$ cat src/core/ssp_pkg.sv
/*
  Constants for the scanner status and table-port select register bank.
  Assumes a 32-bit AHB-Lite bus where each 8-bit register takes one aligned word.
*/
package ssp_pkg;

  // Register indices; byte address is four times the index
  localparam logic [7:0] IDX_IMAGE = 8'h00;
  localparam logic [7:0] IDX_KBYTES = 8'h01;
  localparam logic [7:0] IDX_STATUS = 8'h02;
  localparam logic [7:0] IDX_TARGET = 8'h03;
  localparam logic [7:0] IDX_SENSE_CFG = 8'h40;
  localparam int IDX_LSB = 2;
  localparam int IDX_MSB = 9;

  // Status register fields
  localparam int ST_PAPER_ONE = 0;
  localparam int ST_PAPER_TWO = 1;
  localparam int ST_MISC_ONE = 2;
  localparam int ST_MISC_TWO = 3;
  localparam int ST_PAUSE = 4;
  localparam int ST_DROP = 5;
  localparam int NUM_SENSE = 4;

  // Buffered-amount field
  localparam int KB_LSB = 1;
  localparam int KB_MSB = 7;

  // Target register fields
  localparam int TG_SRAM = 0;
  localparam int TG_COL_LSB = 1;
  localparam int TG_COL_MSB = 2;
  localparam logic [2:0] TARGET_RESET = 3'h0;
  localparam logic [1:0] COLOUR_RED = 2'h0;
  localparam logic [1:0] COLOUR_GREEN = 2'h1;
  localparam logic [1:0] COLOUR_BLUE = 2'h2;

  // Sense configuration: one edge-sensitive enable per input
  localparam logic [3:0] SENSE_CFG_RESET = 4'h0;

  localparam logic [1:0] HTRANS_NONSEQ = 2'h2;

  typedef enum logic [1:0]
  {
    SSP_ADDR = 2'b01,
    SSP_DATA = 2'b10
  } ssp_bus_t;

endpackage : ssp_pkg

$ cat src/core/ssp_sync2.sv
/*
  Two-flop synchroniser for one asynchronous level.
  Assumes the input is slow compared with the clock; the first flop is read only by the second.
*/
`timescale 1ns/1ns
module ssp_sync2 (
  input wire logic i_clk,
  input wire logic i_rstn,
  input wire logic i_ce,
  input wire logic i_async,
  output logic o_sync
);

  logic meta;

  always_ff @(posedge i_clk or negedge i_rstn)
  begin
    if (!i_rstn)
    begin
      meta <= 1'b0;
      o_sync <= 1'b0;
    end
    else if (i_ce)
    begin
      meta <= i_async;
      o_sync <= meta;
    end
  end

endmodule : ssp_sync2

$ cat src/core/ssp_regs.sv
/*
  Register bank: image byte port, buffered amount, status and table-port target,
  reached over AHB-Lite with one wait state per transfer.
  Assumes image byte, buffered count, pause and mode inputs come from logic on i_clk;
  paper sense, misc inputs and the supply monitor are asynchronous pins.
*/
// The implementer's own choice: the AHB-Lite slave port.
`timescale 1ns/1ns
module ssp_regs
  import ssp_pkg::*;
(
  input wire logic i_clk,
  input wire logic i_rstn,
  input wire logic i_ce,
  input wire logic i_hsel,
  input wire logic [31:0] i_haddr,
  input wire logic [1:0] i_htrans,
  input wire logic i_hwrite,
  input wire logic [2:0] i_hsize,
  input wire logic i_hready,
  input wire logic [31:0] i_hwdata,
  output logic o_hreadyout,
  output logic o_hresp,
  output logic [31:0] o_hrdata,
  input wire logic [7:0] i_image_byte,
  output logic o_image_pop,
  input wire logic [6:0] i_buffered_kbytes,
  input wire logic i_pause_line,
  input wire logic i_paper_sense_input_one,
  input wire logic i_paper_sense_input_two,
  input wire logic i_misc_io_one,
  input wire logic i_misc_io_two,
  input wire logic i_supply_low,
  input wire logic i_single_chan_a,
  input wire logic [1:0] i_gamma_colour,
  output logic o_table_sram,
  output logic [1:0] o_table_colour
);

  ssp_bus_t state;
  logic [7:0] idx;
  logic is_write;
  logic accept;
  logic rd_status;
  logic wr_target;
  logic wr_cfg;
  logic [31:0] next_rdata;
  logic [NUM_SENSE-1:0] sense_async;
  logic [NUM_SENSE-1:0] sense_sync;
  logic [NUM_SENSE-1:0] sense_prev;
  logic [NUM_SENSE-1:0] sense_rise;
  logic [NUM_SENSE-1:0] edge_flag;
  logic [NUM_SENSE-1:0] sense_bits;
  logic [NUM_SENSE-1:0] sense_cfg;
  logic supply_low_sync;
  logic drop_flag;
  logic [2:0] target;

  assign sense_async = {i_misc_io_two, i_misc_io_one, i_paper_sense_input_two, i_paper_sense_input_one};

  genvar g;
  generate
    for (g = 0; g < NUM_SENSE; g++)
    begin : gen_sense_sync
      ssp_sync2 u_sync (
        .i_clk(i_clk),
        .i_rstn(i_rstn),
        .i_ce(i_ce),
        .i_async(sense_async[g]),
        .o_sync(sense_sync[g])
      );
    end
  endgenerate

  ssp_sync2 u_supply_sync (
    .i_clk(i_clk),
    .i_rstn(i_rstn),
    .i_ce(i_ce),
    .i_async(i_supply_low),
    .o_sync(supply_low_sync)
  );

  // Only take a new address phase while our own data phase is finished
  assign accept = i_hsel && (i_htrans == HTRANS_NONSEQ) && i_hready && o_hreadyout;

  // Bus state: every transfer gets one wait state so read data leave a flop
  always_ff @(posedge i_clk or negedge i_rstn)
  begin
    if (!i_rstn)
    begin
      state <= SSP_ADDR;
      o_hreadyout <= 1'b1;
      idx <= 8'h00;
      is_write <= 1'b0;
    end
    else if (i_ce)
    begin
      unique case (state)
        SSP_ADDR:
        begin
          if (accept)
          begin
            state <= SSP_DATA;
            o_hreadyout <= 1'b0;
            idx <= (i_haddr[31:IDX_MSB+1] == '0) ? i_haddr[IDX_MSB:IDX_LSB] : 8'hFF;
            is_write <= i_hwrite;
          end
        end
        SSP_DATA:
        begin
          state <= SSP_ADDR;
          o_hreadyout <= 1'b1;
        end
      endcase
    end
  end

  assign rd_status = (state == SSP_DATA) && !is_write && (idx == IDX_STATUS);
  assign wr_target = (state == SSP_DATA) && is_write && (idx == IDX_TARGET);
  assign wr_cfg = (state == SSP_DATA) && is_write && (idx == IDX_SENSE_CFG);

  // Always OKAY; unmapped reads give zero
  always_ff @(posedge i_clk or negedge i_rstn)
  begin
    if (!i_rstn)
    begin
      o_hresp <= 1'b0;
    end
    else if (i_ce)
    begin
      o_hresp <= 1'b0;
    end
  end

  always_comb
  begin
    next_rdata = 32'h0000_0000;
    unique case (idx)
      IDX_IMAGE: next_rdata[7:0] = i_image_byte;
      IDX_KBYTES: next_rdata[KB_MSB:KB_LSB] = i_buffered_kbytes;
      IDX_STATUS:
      begin
        next_rdata[ST_PAPER_TWO:ST_PAPER_ONE] = sense_bits[1:0];
        next_rdata[ST_MISC_TWO:ST_MISC_ONE] = sense_bits[3:2];
        next_rdata[ST_PAUSE] = i_pause_line;
        next_rdata[ST_DROP] = drop_flag;
      end
      IDX_TARGET: next_rdata[TG_COL_MSB:TG_SRAM] = target;
      IDX_SENSE_CFG: next_rdata[NUM_SENSE-1:0] = sense_cfg;
      default: next_rdata = 32'h0000_0000;
    endcase
  end

  always_ff @(posedge i_clk or negedge i_rstn)
  begin
    if (!i_rstn)
    begin
      o_hrdata <= 32'h0000_0000;
    end
    else if (i_ce && state == SSP_DATA)
    begin
      o_hrdata <= is_write ? 32'h0000_0000 : next_rdata;
    end
  end

  // Pop tells the image buffer to advance; it lines up with the end of the read
  always_ff @(posedge i_clk or negedge i_rstn)
  begin
    if (!i_rstn)
    begin
      o_image_pop <= 1'b0;
    end
    else if (i_ce)
    begin
      o_image_pop <= (state == SSP_DATA) && !is_write && (idx == IDX_IMAGE);
    end
  end

  // Software choice of level or edge capture per input
  always_ff @(posedge i_clk or negedge i_rstn)
  begin
    if (!i_rstn)
    begin
      sense_cfg <= SENSE_CFG_RESET;
    end
    else if (i_ce && wr_cfg)
    begin
      sense_cfg <= i_hwdata[NUM_SENSE-1:0];
    end
  end

  assign sense_rise = sense_sync & ~sense_prev;

  // A rising edge in the clearing cycle survives: set beats clear
  always_ff @(posedge i_clk or negedge i_rstn)
  begin
    if (!i_rstn)
    begin
      sense_prev <= '0;
      edge_flag <= '0;
    end
    else if (i_ce)
    begin
      sense_prev <= sense_sync;
      edge_flag <= sense_rise | (edge_flag & ~{NUM_SENSE{rd_status}});
    end
  end

  assign sense_bits = (sense_cfg & edge_flag) | (~sense_cfg & sense_sync);

  // Stays set while the supply is still low, even across a read
  always_ff @(posedge i_clk or negedge i_rstn)
  begin
    if (!i_rstn)
    begin
      drop_flag <= 1'b0;
    end
    else if (i_ce)
    begin
      drop_flag <= supply_low_sync | (drop_flag & !rd_status);
    end
  end

  // Only the target register takes writes among the documented four
  always_ff @(posedge i_clk or negedge i_rstn)
  begin
    if (!i_rstn)
    begin
      target <= TARGET_RESET;
    end
    else if (i_ce && wr_target)
    begin
      target <= i_hwdata[TG_COL_MSB:TG_SRAM];
    end
  end

  always_ff @(posedge i_clk or negedge i_rstn)
  begin
    if (!i_rstn)
    begin
      o_table_sram <= 1'b0;
      o_table_colour <= COLOUR_RED;
    end
    else if (i_ce)
    begin
      o_table_sram <= target[TG_SRAM];
      if (i_single_chan_a && !target[TG_SRAM])
      begin
        o_table_colour <= i_gamma_colour;
      end
      else
      begin
        o_table_colour <= target[TG_COL_MSB:TG_COL_LSB];
      end
    end
  end
endmodule : ssp_regs

$ cat config.mk
export PLATFORM = sky130hd
export DESIGN_NAME = ssp_regs
export DESIGN_NICKNAME = d
export VERILOG_FILES = /design/src/core/ssp_pkg.sv /design/src/core/ssp_sync2.sv /design/src/core/ssp_regs.sv
export SDC_FILE = /design/constraint.sdc
export NUM_CORES = 1
export LEC_CHECK = 0
export CORE_UTILIZATION = 50
export CTS_BUF_LIST = sky130_fd_sc_hd__clkbuf_4 sky130_fd_sc_hd__clkbuf_8 sky130_fd_sc_hd__clkbuf_16
export DETAILED_ROUTE_END_ITERATION = 16
export DONT_BUFFER_PORTS = 1
export PLACE_DENSITY = 0.71
export SLEW_MARGIN = 20
export SYNTH_ARGS = -nofsm -noshare
export SYNTH_HDL_FRONTEND = slang
export SYNTH_HIERARCHICAL = 1
export SYNTH_SLANG_ARGS = --single-unit
$ cat constraint.sdc
create_clock -name i_clk -period 2.3 [get_ports i_clk]
set_input_delay 0.46 -clock i_clk [delete_from_list [all_inputs] [get_ports i_clk]]
set_output_delay 0.46 -clock i_clk [all_outputs]
set_load 0.05 [all_outputs]
== After elaboration in Yosys (flattened, before gate mapping) ==
Cells that the tools add are included.

* Output and inout port bits: 38
* Bits in registers: 74

* Mux-type cells: 12
* Equality and inequality tests: 8
* Bitwise gates (word level): 11
* Reductions and logical operators: 20

{| class="wikitable"
|+ Operator list
! operator !! count
|-
| $logic_not A22 Y1 || 1
|-
| $and A4 B4 Y4 || 4
|-
| $eq A8 B2 Y1 const B || 2
|-
| $mux W8 || 2
|-
| $logic_and A1 B1 Y1 || 13
|-
| $not A4 Y4 || 3
|-
| $pmux W2 S5 || 1
|-
| $eq A8 B1 Y1 const B || 1
|-
| $eq A8 B7 Y1 const B || 1
|-
| $logic_not A8 Y1 || 1
|-
| $or A4 B4 Y4 || 2
|-
| $pmux W1 S4 || 2
|-
| $pmux W2 S2 || 2
|-
| $pmux W2 S3 || 1
|-
| $eq A2 B2 Y1 const B || 2
|-
| $mux W2 || 2
|-
| $logic_not A1 Y1 || 3
|-
| $reduce_and A3 Y1 || 1
|-
| $eq A2 B1 Y1 const B || 1
|-
| $ne A2 B2 Y1 const B || 1
|-
| $pmux W1 S2 || 1
|-
| $reduce_and A2 Y1 || 1
|-
| $and A1 B1 Y1 || 1
|-
| $mux W1 || 1
|-
| $or A1 B1 Y1 || 1
|}

== Depth between registers and ports, before layout ==
Gate-level depths: netlist of the first run.

* Depth after elaboration: 6
* Depth in mapped cells: 5
* Mapped depth without buffers: 4

== Cells and area by module ==
Netlist of the first run, hierarchy kept.

{| class="wikitable"
|+ Modules (own cells, without submodules)
! module !! area an instance (µm²) !! cells each !! times used !! seq. area each (µm²)
|-
| ssp_regs || 2127.0 || 212 || 1 || 977.2
|-
| ssp_sync2 || 72.6 || 4 || 5 || 50.0
|}

== Worst setup path after synthesis of the first run ==
No wires, ideal clock.

* Path kind: flip-flop to flip-flop
* From: register state[0]
* To: register sense_cfg[0]
* Arrival time: 1609 ps
* Path buffers: 0
* Setup slack: 566 ps
* Stages on the path, launching flop included: 5
* Data required time: 2175 ps
* Cell sequence: dfstp_2 -> and3b_1 -> and3_1 -> nand3_1 -> mux2_2

* Longest elaborated chain between the ends: 4

{| class="wikitable"
|+ Ends and longest elaborated chain
! what !! RTL line !! text
|-
| from (decl) || ssp_regs.sv:40 || <nowiki>ssp_bus_t state;</nowiki>
|-
| from (signal assigned) || ssp_regs.sv:91 || <nowiki>state <= SSP_ADDR;</nowiki>
|-
| from (signal assigned) || ssp_regs.sv:103 || <nowiki>state <= SSP_DATA;</nowiki>
|-
| from (signal assigned) || ssp_regs.sv:111 || <nowiki>state <= SSP_ADDR;</nowiki>
|-
| $eq A2 B2 Y1 || ssp_regs.sv:120 || <nowiki>assign wr_cfg = (state == SSP_DATA) && is_write && (idx == IDX_SENSE_CFG);</nowiki>
|-
| $logic_and A1 B1 Y1 (2 in series) || ssp_regs.sv:120 ||
|-
| $logic_and A1 B1 Y1 || ssp_regs.sv:186 || <nowiki>else if (i_ce && wr_cfg)</nowiki>
|-
| to (signal assigned) || ssp_regs.sv:188 || <nowiki>sense_cfg <= i_hwdata[NUM_SENSE-1:0];</nowiki>
|-
| to (decl) || ssp_regs.sv:54 || <nowiki>logic [NUM_SENSE-1:0] sense_cfg;</nowiki>
|}

No other way between the ends.
A chain may end at the register's enable or synchronous reset.

== Worst setup path after layout of the first run ==
* From: register idx[6]
* To: register edge_flag[1]

* Longest elaborated chain between the ends: 5

{| class="wikitable"
|+ Ends and longest elaborated chain
! what !! RTL line !! text
|-
| from (decl) || ssp_regs.sv:41 || <nowiki>logic [7:0] idx;</nowiki>
|-
| from (signal assigned) || ssp_regs.sv:105 || <nowiki>idx <= (i_haddr[31:IDX_MSB+1] == '0) ? i_haddr[IDX_MSB:IDX_LSB] : 8'hFF;</nowiki>
|-
| $eq A8 B2 Y1 || ssp_regs.sv:118 || <nowiki>assign rd_status = (state == SSP_DATA) && !is_write && (idx == IDX_STATUS);</nowiki>
|-
| $logic_and A1 B1 Y1 || ssp_regs.sv:118 ||
|-
| $not A4 Y4 || ssp_regs.sv:205 || <nowiki>edge_flag <= sense_rise | (edge_flag & ~{NUM_SENSE{rd_status}});</nowiki>
|-
| $and A4 B4 Y4 || ssp_regs.sv:205 ||
|-
| $or A4 B4 Y4 || ssp_regs.sv:205 ||
|-
| to (signal assigned) || ssp_regs.sv:205 ||
|-
| to (decl) || ssp_regs.sv:52 || <nowiki>logic [NUM_SENSE-1:0] edge_flag;</nowiki>
|}

No other way between the ends.

==> results of run 1 <==
cells in the final DEF, fill, tap and decap left out, types with 2 or more instances in the layout:
| cell | netlist | layout |
|---|---|---|
| sky130_fd_sc_hd__dfrtp_1 | 48 | 48 |
| sky130_fd_sc_hd__conb_1 | 1 | 25 |
| sky130_fd_sc_hd__nor2_1 | 24 | 24 |
| sky130_fd_sc_hd__mux2_2 | 23 | 23 |
| sky130_fd_sc_hd__nand2_1 | 20 | 20 |
| sky130_fd_sc_hd__a21oi_1 | 17 | 17 |
| sky130_fd_sc_hd__o21ai_0 | 10 | 10 |
| sky130_fd_sc_hd__mux2i_1 | 7 | 7 |
| sky130_fd_sc_hd__nor4_1 | 5 | 5 |
| sky130_fd_sc_hd__inv_1 | 5 | 5 |
| sky130_fd_sc_hd__clkbuf_8 | 0 | 5 |
| sky130_fd_sc_hd__nor3_1 | 4 | 4 |
| sky130_fd_sc_hd__a32o_1 | 4 | 4 |
| sky130_fd_sc_hd__nand3_1 | 3 | 3 |
| sky130_fd_sc_hd__buf_4 | 25 | 3 |
| sky130_fd_sc_hd__nor2b_1 | 2 | 2 |
| sky130_fd_sc_hd__nand3b_1 | 2 | 2 |
| sky130_fd_sc_hd__nor4_4 | 2 | 2 |
| sky130_fd_sc_hd__a221oi_1 | 2 | 2 |
| sky130_fd_sc_hd__nand4b_1 | 2 | 2 |
| sky130_fd_sc_hd__and4b_1 | 2 | 2 |
| sky130_fd_sc_hd__and3_1 | 2 | 2 |
| sky130_fd_sc_hd__a32oi_1 | 2 | 2 |
| sky130_fd_sc_hd__clkinv_4 | 0 | 2 |
flip-flops by register name, summed over array words and instances (netlist names), 2 cells and up:
register and flops:
edge_flag 4, state 2, idx 8, sense_prev 4, o_hrdata 8, target 3, gen_sense_sync.u_sync/meta 4, o_table_colour 2
gen_sense_sync.u_sync/o_sync 4, sense_cfg 4
power by group through the flow:
stage	Clock [mW]	Combinational (mW)	Sequential, mW
floorplan	0	0.620	1.46
global placement	0	0.704	1.48
detailed placement	0	0.718	1.49
CTS	0.521	0.742	1.47
global route	0.561	0.817	1.50
finish	0.504	0.737	1.47
cells by family (layout without fill, tap and decap cells):
family	count (synthesis)	count (layout)	share of synthesized area, %
adders and majority gates	1	1	0.4020
and+or+nand+nor	75	75	17.44
muxes	30	30	13.22
DFF	49	49	49.30
buffers and inverters	36	18	9.296
other	1	25	0.1506
AOI/OAI and AO/OA	40	40	10.20
metal layers:
layer / share of wire, % / vias to the layer above / track usage (%)
met5: 0 / - / 0
met4: 1.0 / 0 / 6.754
met1: 45 / 805 / 25.84
met2: 46 / 65 / 25.75
li1: - / 797 / -
met3: 8.1 / 6 / 7.083
through the flow:
stage	worst slack [ns]	total power [mW]	utilization (%)	hold slack [ns]
2_1_floorplan	0.5664	2.078	-	0.1644
3_3_place_gp	0.5399	2.184	52.03	0.1658
3_5_place_dp	0.5375	2.204	52.03	0.1655
4_1_cts	0.5722	2.732	54.53	0.002674
5_1_grt	0.4925	2.874	54.74	0.2187
6_report	0.5926	2.706	54.74	0.2367
cell type report:
cell class	count	area [um^2]	share of cell area, %
inverter	5	18.77	0.7212
clock buffer	5	68.82	2.644
sequential	49	1227	47.16
multi-input combinational	171	1121	43.08
timing repair buffer	5	60.06	2.308
clock inverter	3	22.52	0.8654
tap	67	83.83	3.221
what timing repair did:
action                                 CTS  global route
hold buffers                             1             1
endpoints found under the hold margin   49             9
resized for setup                        0             0
how the worst min path moves through the flow:
stage | from | end | slack (ns)
4_1_cts | i_rstn | o_table_sram | 0.003
3_3_place_gp | i_rstn | o_table_colour[1] | 0.17
5_1_grt | i_ce | o_table_colour[0] | 0.22
2_1_floorplan | i_rstn | drop_flag | 0.16
6_report | i_ce | o_table_colour[1] | 0.24
3_5_place_dp | i_rstn | o_hrdata[1] | 0.17
worst max-delay path: cells and delay by family (launching register included):
kind,cells,cell delay (ns)
DFF,1,0.55
AOI/OAI and AO/OA,1,0.30
and+or+nand+nor,2,0.75
==> out/results.txt, run 1 <==
For the worst flop-to-flop path, the logic depth is 3. The die height came out at 72.57 um. In the final design database the tool counted 336 nets. Clock skew on the completed layout was measured at 0.007400 ns. The post-route antenna net violation count is 0, and the number of placed instances, taps included is 295.

The fraction of power consumed by the clock network came out at 18.6%. Following the worst setup path forward leads to its endpoint at edge_flag[1]. The first global-routing pass estimated 7389 um of wire. After the first detailed-routing iteration, the DRC count stood at 140. The beginning of the critical path is idx[6]. Net switching is 41.18% of the power. The routed design could run at a clock period as short as 1.707 ns. The share of power burned in registers is 54.1%. Maximum cell stage delay along the critical path: 0.55 ns.

Post-synthesis cell area: 2490 um^2. The worst register-to-register path begins at idx[6]. For this design, the sink count on the clock tree is 49. STA classifies the critical path startpoint as a flop. Data on the critical path is required at its endpoint by 2.50 ns. In this run the number of H-tree levels came out at 2. IR analysis of the VDD net gives a maximum drop of 0.0004447 V. In this run the tightest slew margin relative to its limit is 66.14%. Summed over all cells, the static leakage comes to 1.175 nW. Sorting the synthesized cells by how often they occur yields sky130_fd_sc_hd__dfrtp_1, sky130_fd_sc_hd__buf_4, sky130_fd_sc_hd__nor2_1, sky130_fd_sc_hd__mux2_2, sky130_fd_sc_hd__nand2_1. The proportion of register bits with asynchronous set or reset after synthesis is 100.0%.

After synthesis, the netlist uses 38 different library cells. The die covers 5266 um^2. The instance count along the most critical hold path was 1. Number of flops mapped to enable cells by yosys: 0. The post-CTS setup-driven buffer insertion count was 0; the share of post-route cells with drive strength above 1 was 17.65%. The clock passes through at most 2 buffers. TritonCTS built the clock tree. The tools report the total count of hold-check failures in the final report as 0. The logs give 1536 for the via count of the first global-routing pass and 585.7 MHz for the maximum achievable frequency. The total congestion overflow is 0, and the number of input and output port buffers inserted is 0.

A synthesized cell averages 10.73 um^2. The logs give 18.39% for the global-route total usage across every layer and 2474 um^2 for the instance area at placement. For the worst-skew pair later-pin latency, the log shows 0.30 ns. The final weighted congestion in routability-driven placement is 0.7985.

Summed over all nets, the switching power comes to 1.114 mW. The finished cells cover 2603 um^2. After detailed routing, the average wire length per cell comes to 14.94 um. The run finished with clean final reports. The initial antenna violation count is 0. Of all cell types, the one taking the most synthesized area is sky130_fd_sc_hd__dfrtp_1. The Yosys step of the flow raised 6 warnings. After synthesis the netlist holds a flip-flop and latch count of 49.

The run gives 232 as the number of instances in the synthesized netlist. Relative to the synthesized area, the layout overhead comes to 4.523%. For the total negative slack, the log shows 0 ns. The tree is rooted in a sky130_fd_sc_hd__clkbuf_8. The sum of net half-perimeters after detailed placement came out at 3381 um. Among all stages on the critical path, the largest delay is contributed by sky130_fd_sc_hd__dfrtp_1. The fraction of synthesized cell area taken by the top area cell type is 48.24%.

137 I/O pins were placed. The signal on the critical path passes through nor4b_4 > nand4b_1 > a32o_1. The mean number of vias per cell was 5.485; the filler cell count was 442. The horizontal die dimension came out at 72.57 um. Combinational logic is responsible for 27.2% of the overall power. Core box area: 4755 um^2. Setup repair after global routing left no endpoint under its margin.

Total via count after detailed routing: 1673. In this run the critical register-to-register path is captured at edge_flag[1]. After floorplanning, the core was divided into 25 placement rows. The internal power summed over all cells was 1.592 mW. The logs give 49.30% for the portion of the post-synthesis area used by sequential elements and 0.59 ns for the register-to-register setup slack. Actual transition at the worst max-transition pin: 0.5079 ns.

In this run the worst hold path is classified as input port to flop. The worst path uses 74.24% of the clock period. The highest fanout seen on the critical path is 10, and the final antenna diode count is 0. The first-pass iteration count of the detailed router is 4. The TritonCTS buffer count is 5, and the clock-pin slew reported for the worst setup and hold paths after clock tree synthesis is 0.09 ns.

After synthesis, the cell types taking the most area are sky130_fd_sc_hd__dfrtp_1, sky130_fd_sc_hd__mux2_2, sky130_fd_sc_hd__buf_4, sky130_fd_sc_hd__nor2_1, sky130_fd_sc_hd__a21oi_1. The cell with the most instances after synthesis is sky130_fd_sc_hd__dfrtp_1. In the routed design, unresolved DRC markers number 0. For this design the ratio of total power to cell area is 1040 nW/um^2. The critical path is of the flop to flop type. At the worst endpoint, the arrival time is 1.91 ns.

The starting utilization of the core area was 52.37%. The tools report the filler-free cell count of the finished design as 305. Max-cap violations in this run came to 0. The worst setup path is captured at a flop. After detailed routing, the total wire length is 4558 um.

The leading register cell type out of synthesis is sky130_fd_sc_hd__dfrtp_1. The final-report max-slew violation count is 0, and the setup violation total in the final timing report is 0. Entering global routing, the biggest net connects 50 pins.
Power figures use the tool's default switching activity.
==> run 2: changes to the inputs <==
- clock period: 2.3 -> 1.6 ns (I/O delays scaled with it)
==> run 2 against run 1 <==
Compared with the run above: the run now ends with negative setup slack left; flip-flop and latch count unchanged; count of clock-buffer cells in the layout unchanged; utilization up 4.8 points; die area unchanged; worst setup slack worse by 0.59 ns; critical path type unchanged; largest power group unchanged.
==> out/results.txt, run 2 (same netlist as run 1, synthesis figures left out) <==
The run gives 5266 um^2 (unchanged) as the total die area. The number of H-tree levels was 2 (unchanged). The run gives 4.350 mW (was 2.706 mW) as the overall power. The total count of hold-check failures in the final report was 0 (unchanged); the worst-skew pair later-pin latency was 0.30 ns (about the same).

The relative max-transition margin is 65.30% (was 66.14%), and the required time of the critical path is 1.83 ns (was 2.50 ns). The horizontal die dimension was 72.57 um (unchanged). For the starting utilization of the core area, the log shows 52.37% (unchanged).

The violation count after the first detailed-route iteration was 182 (was 140). For the total area of multi-input combinational cells, the log shows 1175 um^2 (was 1121 um^2). The mean number of vias per cell came out at 5.483 (was 5.485). The logs give 1.83 ns (was 1.91 ns) for the data arrival time of the critical path and 4 (unchanged) for the first-pass iteration count of the detailed router. The tools report the beginning of the critical path as is_write (was idx[6]).

The tools report the endpoint type of the worst setup path as a flop (unchanged). The run gives -0.07969 ns (was 0.5375 ns) as the worst slack at placement. The power per cell area is 1537 nW/um^2 (was 1040 nW/um^2), and the share of post-route cells with drive strength above 1 is 25.97% (was 17.65%). The critical path start-end classification is flop to flop (unchanged). The tools report the hold path startpoint as i_ce (unchanged).

The tools report the launch point of the worst reg-to-reg path as is_write (was idx[6]). The most frequent standard cell in the layout excluding fill and tap cells is sky130_fd_sc_hd__dfrtp_1 (unchanged). The flow ran to the end, but the final reports show violations.

The utilization after layout came out at 59.53% (was 54.74%). The routed wire length was 4984 um (was 4558 um); the number of design rule violations left after detail routing was 0 (unchanged). The share of power burned in registers is 48.1% (was 54.1%), and the number of input and output port buffers inserted is 0 (unchanged).

The fraction of power spent switching nets was 38.81% (was 41.18%). The tools report the worst clock skew as 0.01052 ns (was 0.007400 ns). The highest fanout seen on the critical path came out at 2 (was 10). Via count of the first global-routing pass: 1662 (was 1536).

Number of maximum-capacitance violations: 0 (unchanged). For the area used by sequential logic in the layout, the log shows 1231 um^2 (was 1227 um^2). For the instance area at placement, the log shows 2635 um^2 (was 2474 um^2). The run gives 0.0007199 V (was 0.0004447 V) as the maximum vdd drop. Clock-pin slew reported for the worst setup and hold paths after clock tree synthesis: 0.09 ns (about the same). The detail-routed net length per standard cell is 15.34 um (was 14.94 um).

Maximum count of clock buffers along a single path: 2 (unchanged). The total congestion overflow is 0 (unchanged), and the initial antenna violation count is 0 (unchanged). The checks that failed: negative setup slack. For the maximum achievable frequency, the log shows 624.4 MHz (was 585.7 MHz).

The global-route wire length before repair was 8183 um (was 7389 um). Post-route antenna net violation count: 0 (unchanged). Setup repair after global routing could not meet its margin everywhere.

The clock sink count is 49 (unchanged), and the total via count after detailed routing is 1782 (was 1673). The logs give 1 (was 0) for the setup violation total in the final timing report and 411 (was 442) for the filler cell count. The fraction of the cycle the final worst path needs came out at 100.1% (was 74.24%).

The die height came out at 72.57 um (unchanged). The logs give -0.001568 ns (was 0 ns) for the total negative slack and 1.688 mW (was 1.114 mW) for the switching power total. The final weighted congestion in routability-driven placement is 0.7994 (was 0.7985).

The critical path startpoint category was a flop (unchanged). The logs give 0 (unchanged) for the final antenna diode count and 20.28% (was 18.39%) for the global-route total usage across every layer. The internal power summed over all cells is 2.662 mW (was 1.592 mW). Most frequent cells in the layout: sky130_fd_sc_hd__dfrtp_1, sky130_fd_sc_hd__conb_1, sky130_fd_sc_hd__nor2_1, sky130_fd_sc_hd__buf_4, sky130_fd_sc_hd__nand2_1 (was sky130_fd_sc_hd__dfrtp_1, sky130_fd_sc_hd__conb_1, sky130_fd_sc_hd__nor2_1). The synthesis-to-finish area growth works out to 13.67% (was 4.523%). Number of top-level pins: 137 (unchanged). The largest net degree at the start of global routing is 50 (unchanged). The run gives 5 (unchanged) as the TritonCTS buffer count.

Class of the worst hold path: input port to flop (unchanged). The core box area is 4755 um^2 (unchanged), and the post-route minimum period is 1.602 ns (was 1.707 ns). The clock root buffer was sky130_fd_sc_hd__clkbuf_8 (unchanged). Top flop regs: idx (8), o_hrdata (8) (unchanged). The tools report the final design area excluding fillers as 2830 um^2 (was 2603 um^2). The placement row count was 25 (unchanged); the final-report max-slew violation count was 0 (unchanged). The logs give 1.304 nW (was 1.175 nW) for the reported leakage power and 357 (was 336) for the net count of the finished layout. The actual transition at the worst max-transition pin was 0.5204 ns (was 0.5079 ns).

TritonCTS built the clock tree. The sum of net half-perimeters after detailed placement was 3675 um (was 3381 um); the final worst setup slack was -0.001568 ns (was 0.5926 ns). The tools report the fraction of power consumed by the clock network as 19.6% (was 18.6%). The tools report the combinational share of power as 32.3% (was 27.2%).
run 2: cell types whose count changed in the layout (fill, tap and decap cells not counted), sizes merged:
cell    change
buf        +21
clkinv      -2
bufinv      +1
run 2: final timing paths:
kind                                endpoint  slack, ns  cells past startpoint
setup / recovery                 o_hrdata[6]     -0.002                      5
min in group asynchronous        o_hrdata[3]       0.53                      2
setup reg to reg                 o_hrdata[6]     -0.002                      5
hold / removal             o_table_colour[1]       0.10                      1
max in group asynchronous           state[0]       0.79                      2
hold reg to reg                 edge_flag[3]       0.46                      1
run 2: final cells by class:
cell class | instances | area share (%)
flip-flops and latches | 49 | 43.50
multi-input cells | 171 | 41.51
repair buffers | 26 | 7.692
well taps | 67 | 2.962
clock buffers | 5 | 2.431
clock inverters | 2 | 1.238
inverters | 5 | 0.6631
run 2: per-layer routing:
layer | vias up | wire length, um | GRT usage (%)
li1 | 833 | - | -
met1 | 881 | 2196 | 27.79
met2 | 62 | 2388 | 31.78
met3 | 6 | 338 | 5.694
met4 | 0 | 59 | 5.229
met5 | - | 0 | 0
run 2: through the flow:
step / hold slack [ns] / instances
after floorplan: 0.02441 / 256
after global placement: 0.02568 / 311
after detailed placement: 0.02568 / 311
after CTS: 0.08638 / 322
after global routing: 0.09223 / 325
final: 0.1004 / 325
run 2: power by group through the flow:
stage	Combinational [mW]	Clock [mW]	Sequential [mW]
floorplan	0.919	0	2.11
CTS	1.36	0.869	2.09
global placement	1.24	0	2.10
finish	1.41	0.851	2.09
detailed placement	1.26	0	2.12
global route	1.54	0.914	2.14
run 2: critical path, stage by stage, from the launching register on:
cell and delay (ns):
sky130_fd_sc_hd__dfrtp_1 0.40, sky130_fd_sc_hd__or4_4 0.56, sky130_fd_sc_hd__nor4b_4 0.29, sky130_fd_sc_hd__buf_4 0.17
sky130_fd_sc_hd__a32oi_1 0.05, sky130_fd_sc_hd__nand2_1 0.07
run 2: repair_timing:
item                                    CTS  global route
hold buffers                              2             0
setup buffers                             2             3
hold endpoints to repair                 49             0
resized for setup                         1             2
endpoints found under the setup margin    3            22
pin swaps                                 1             4
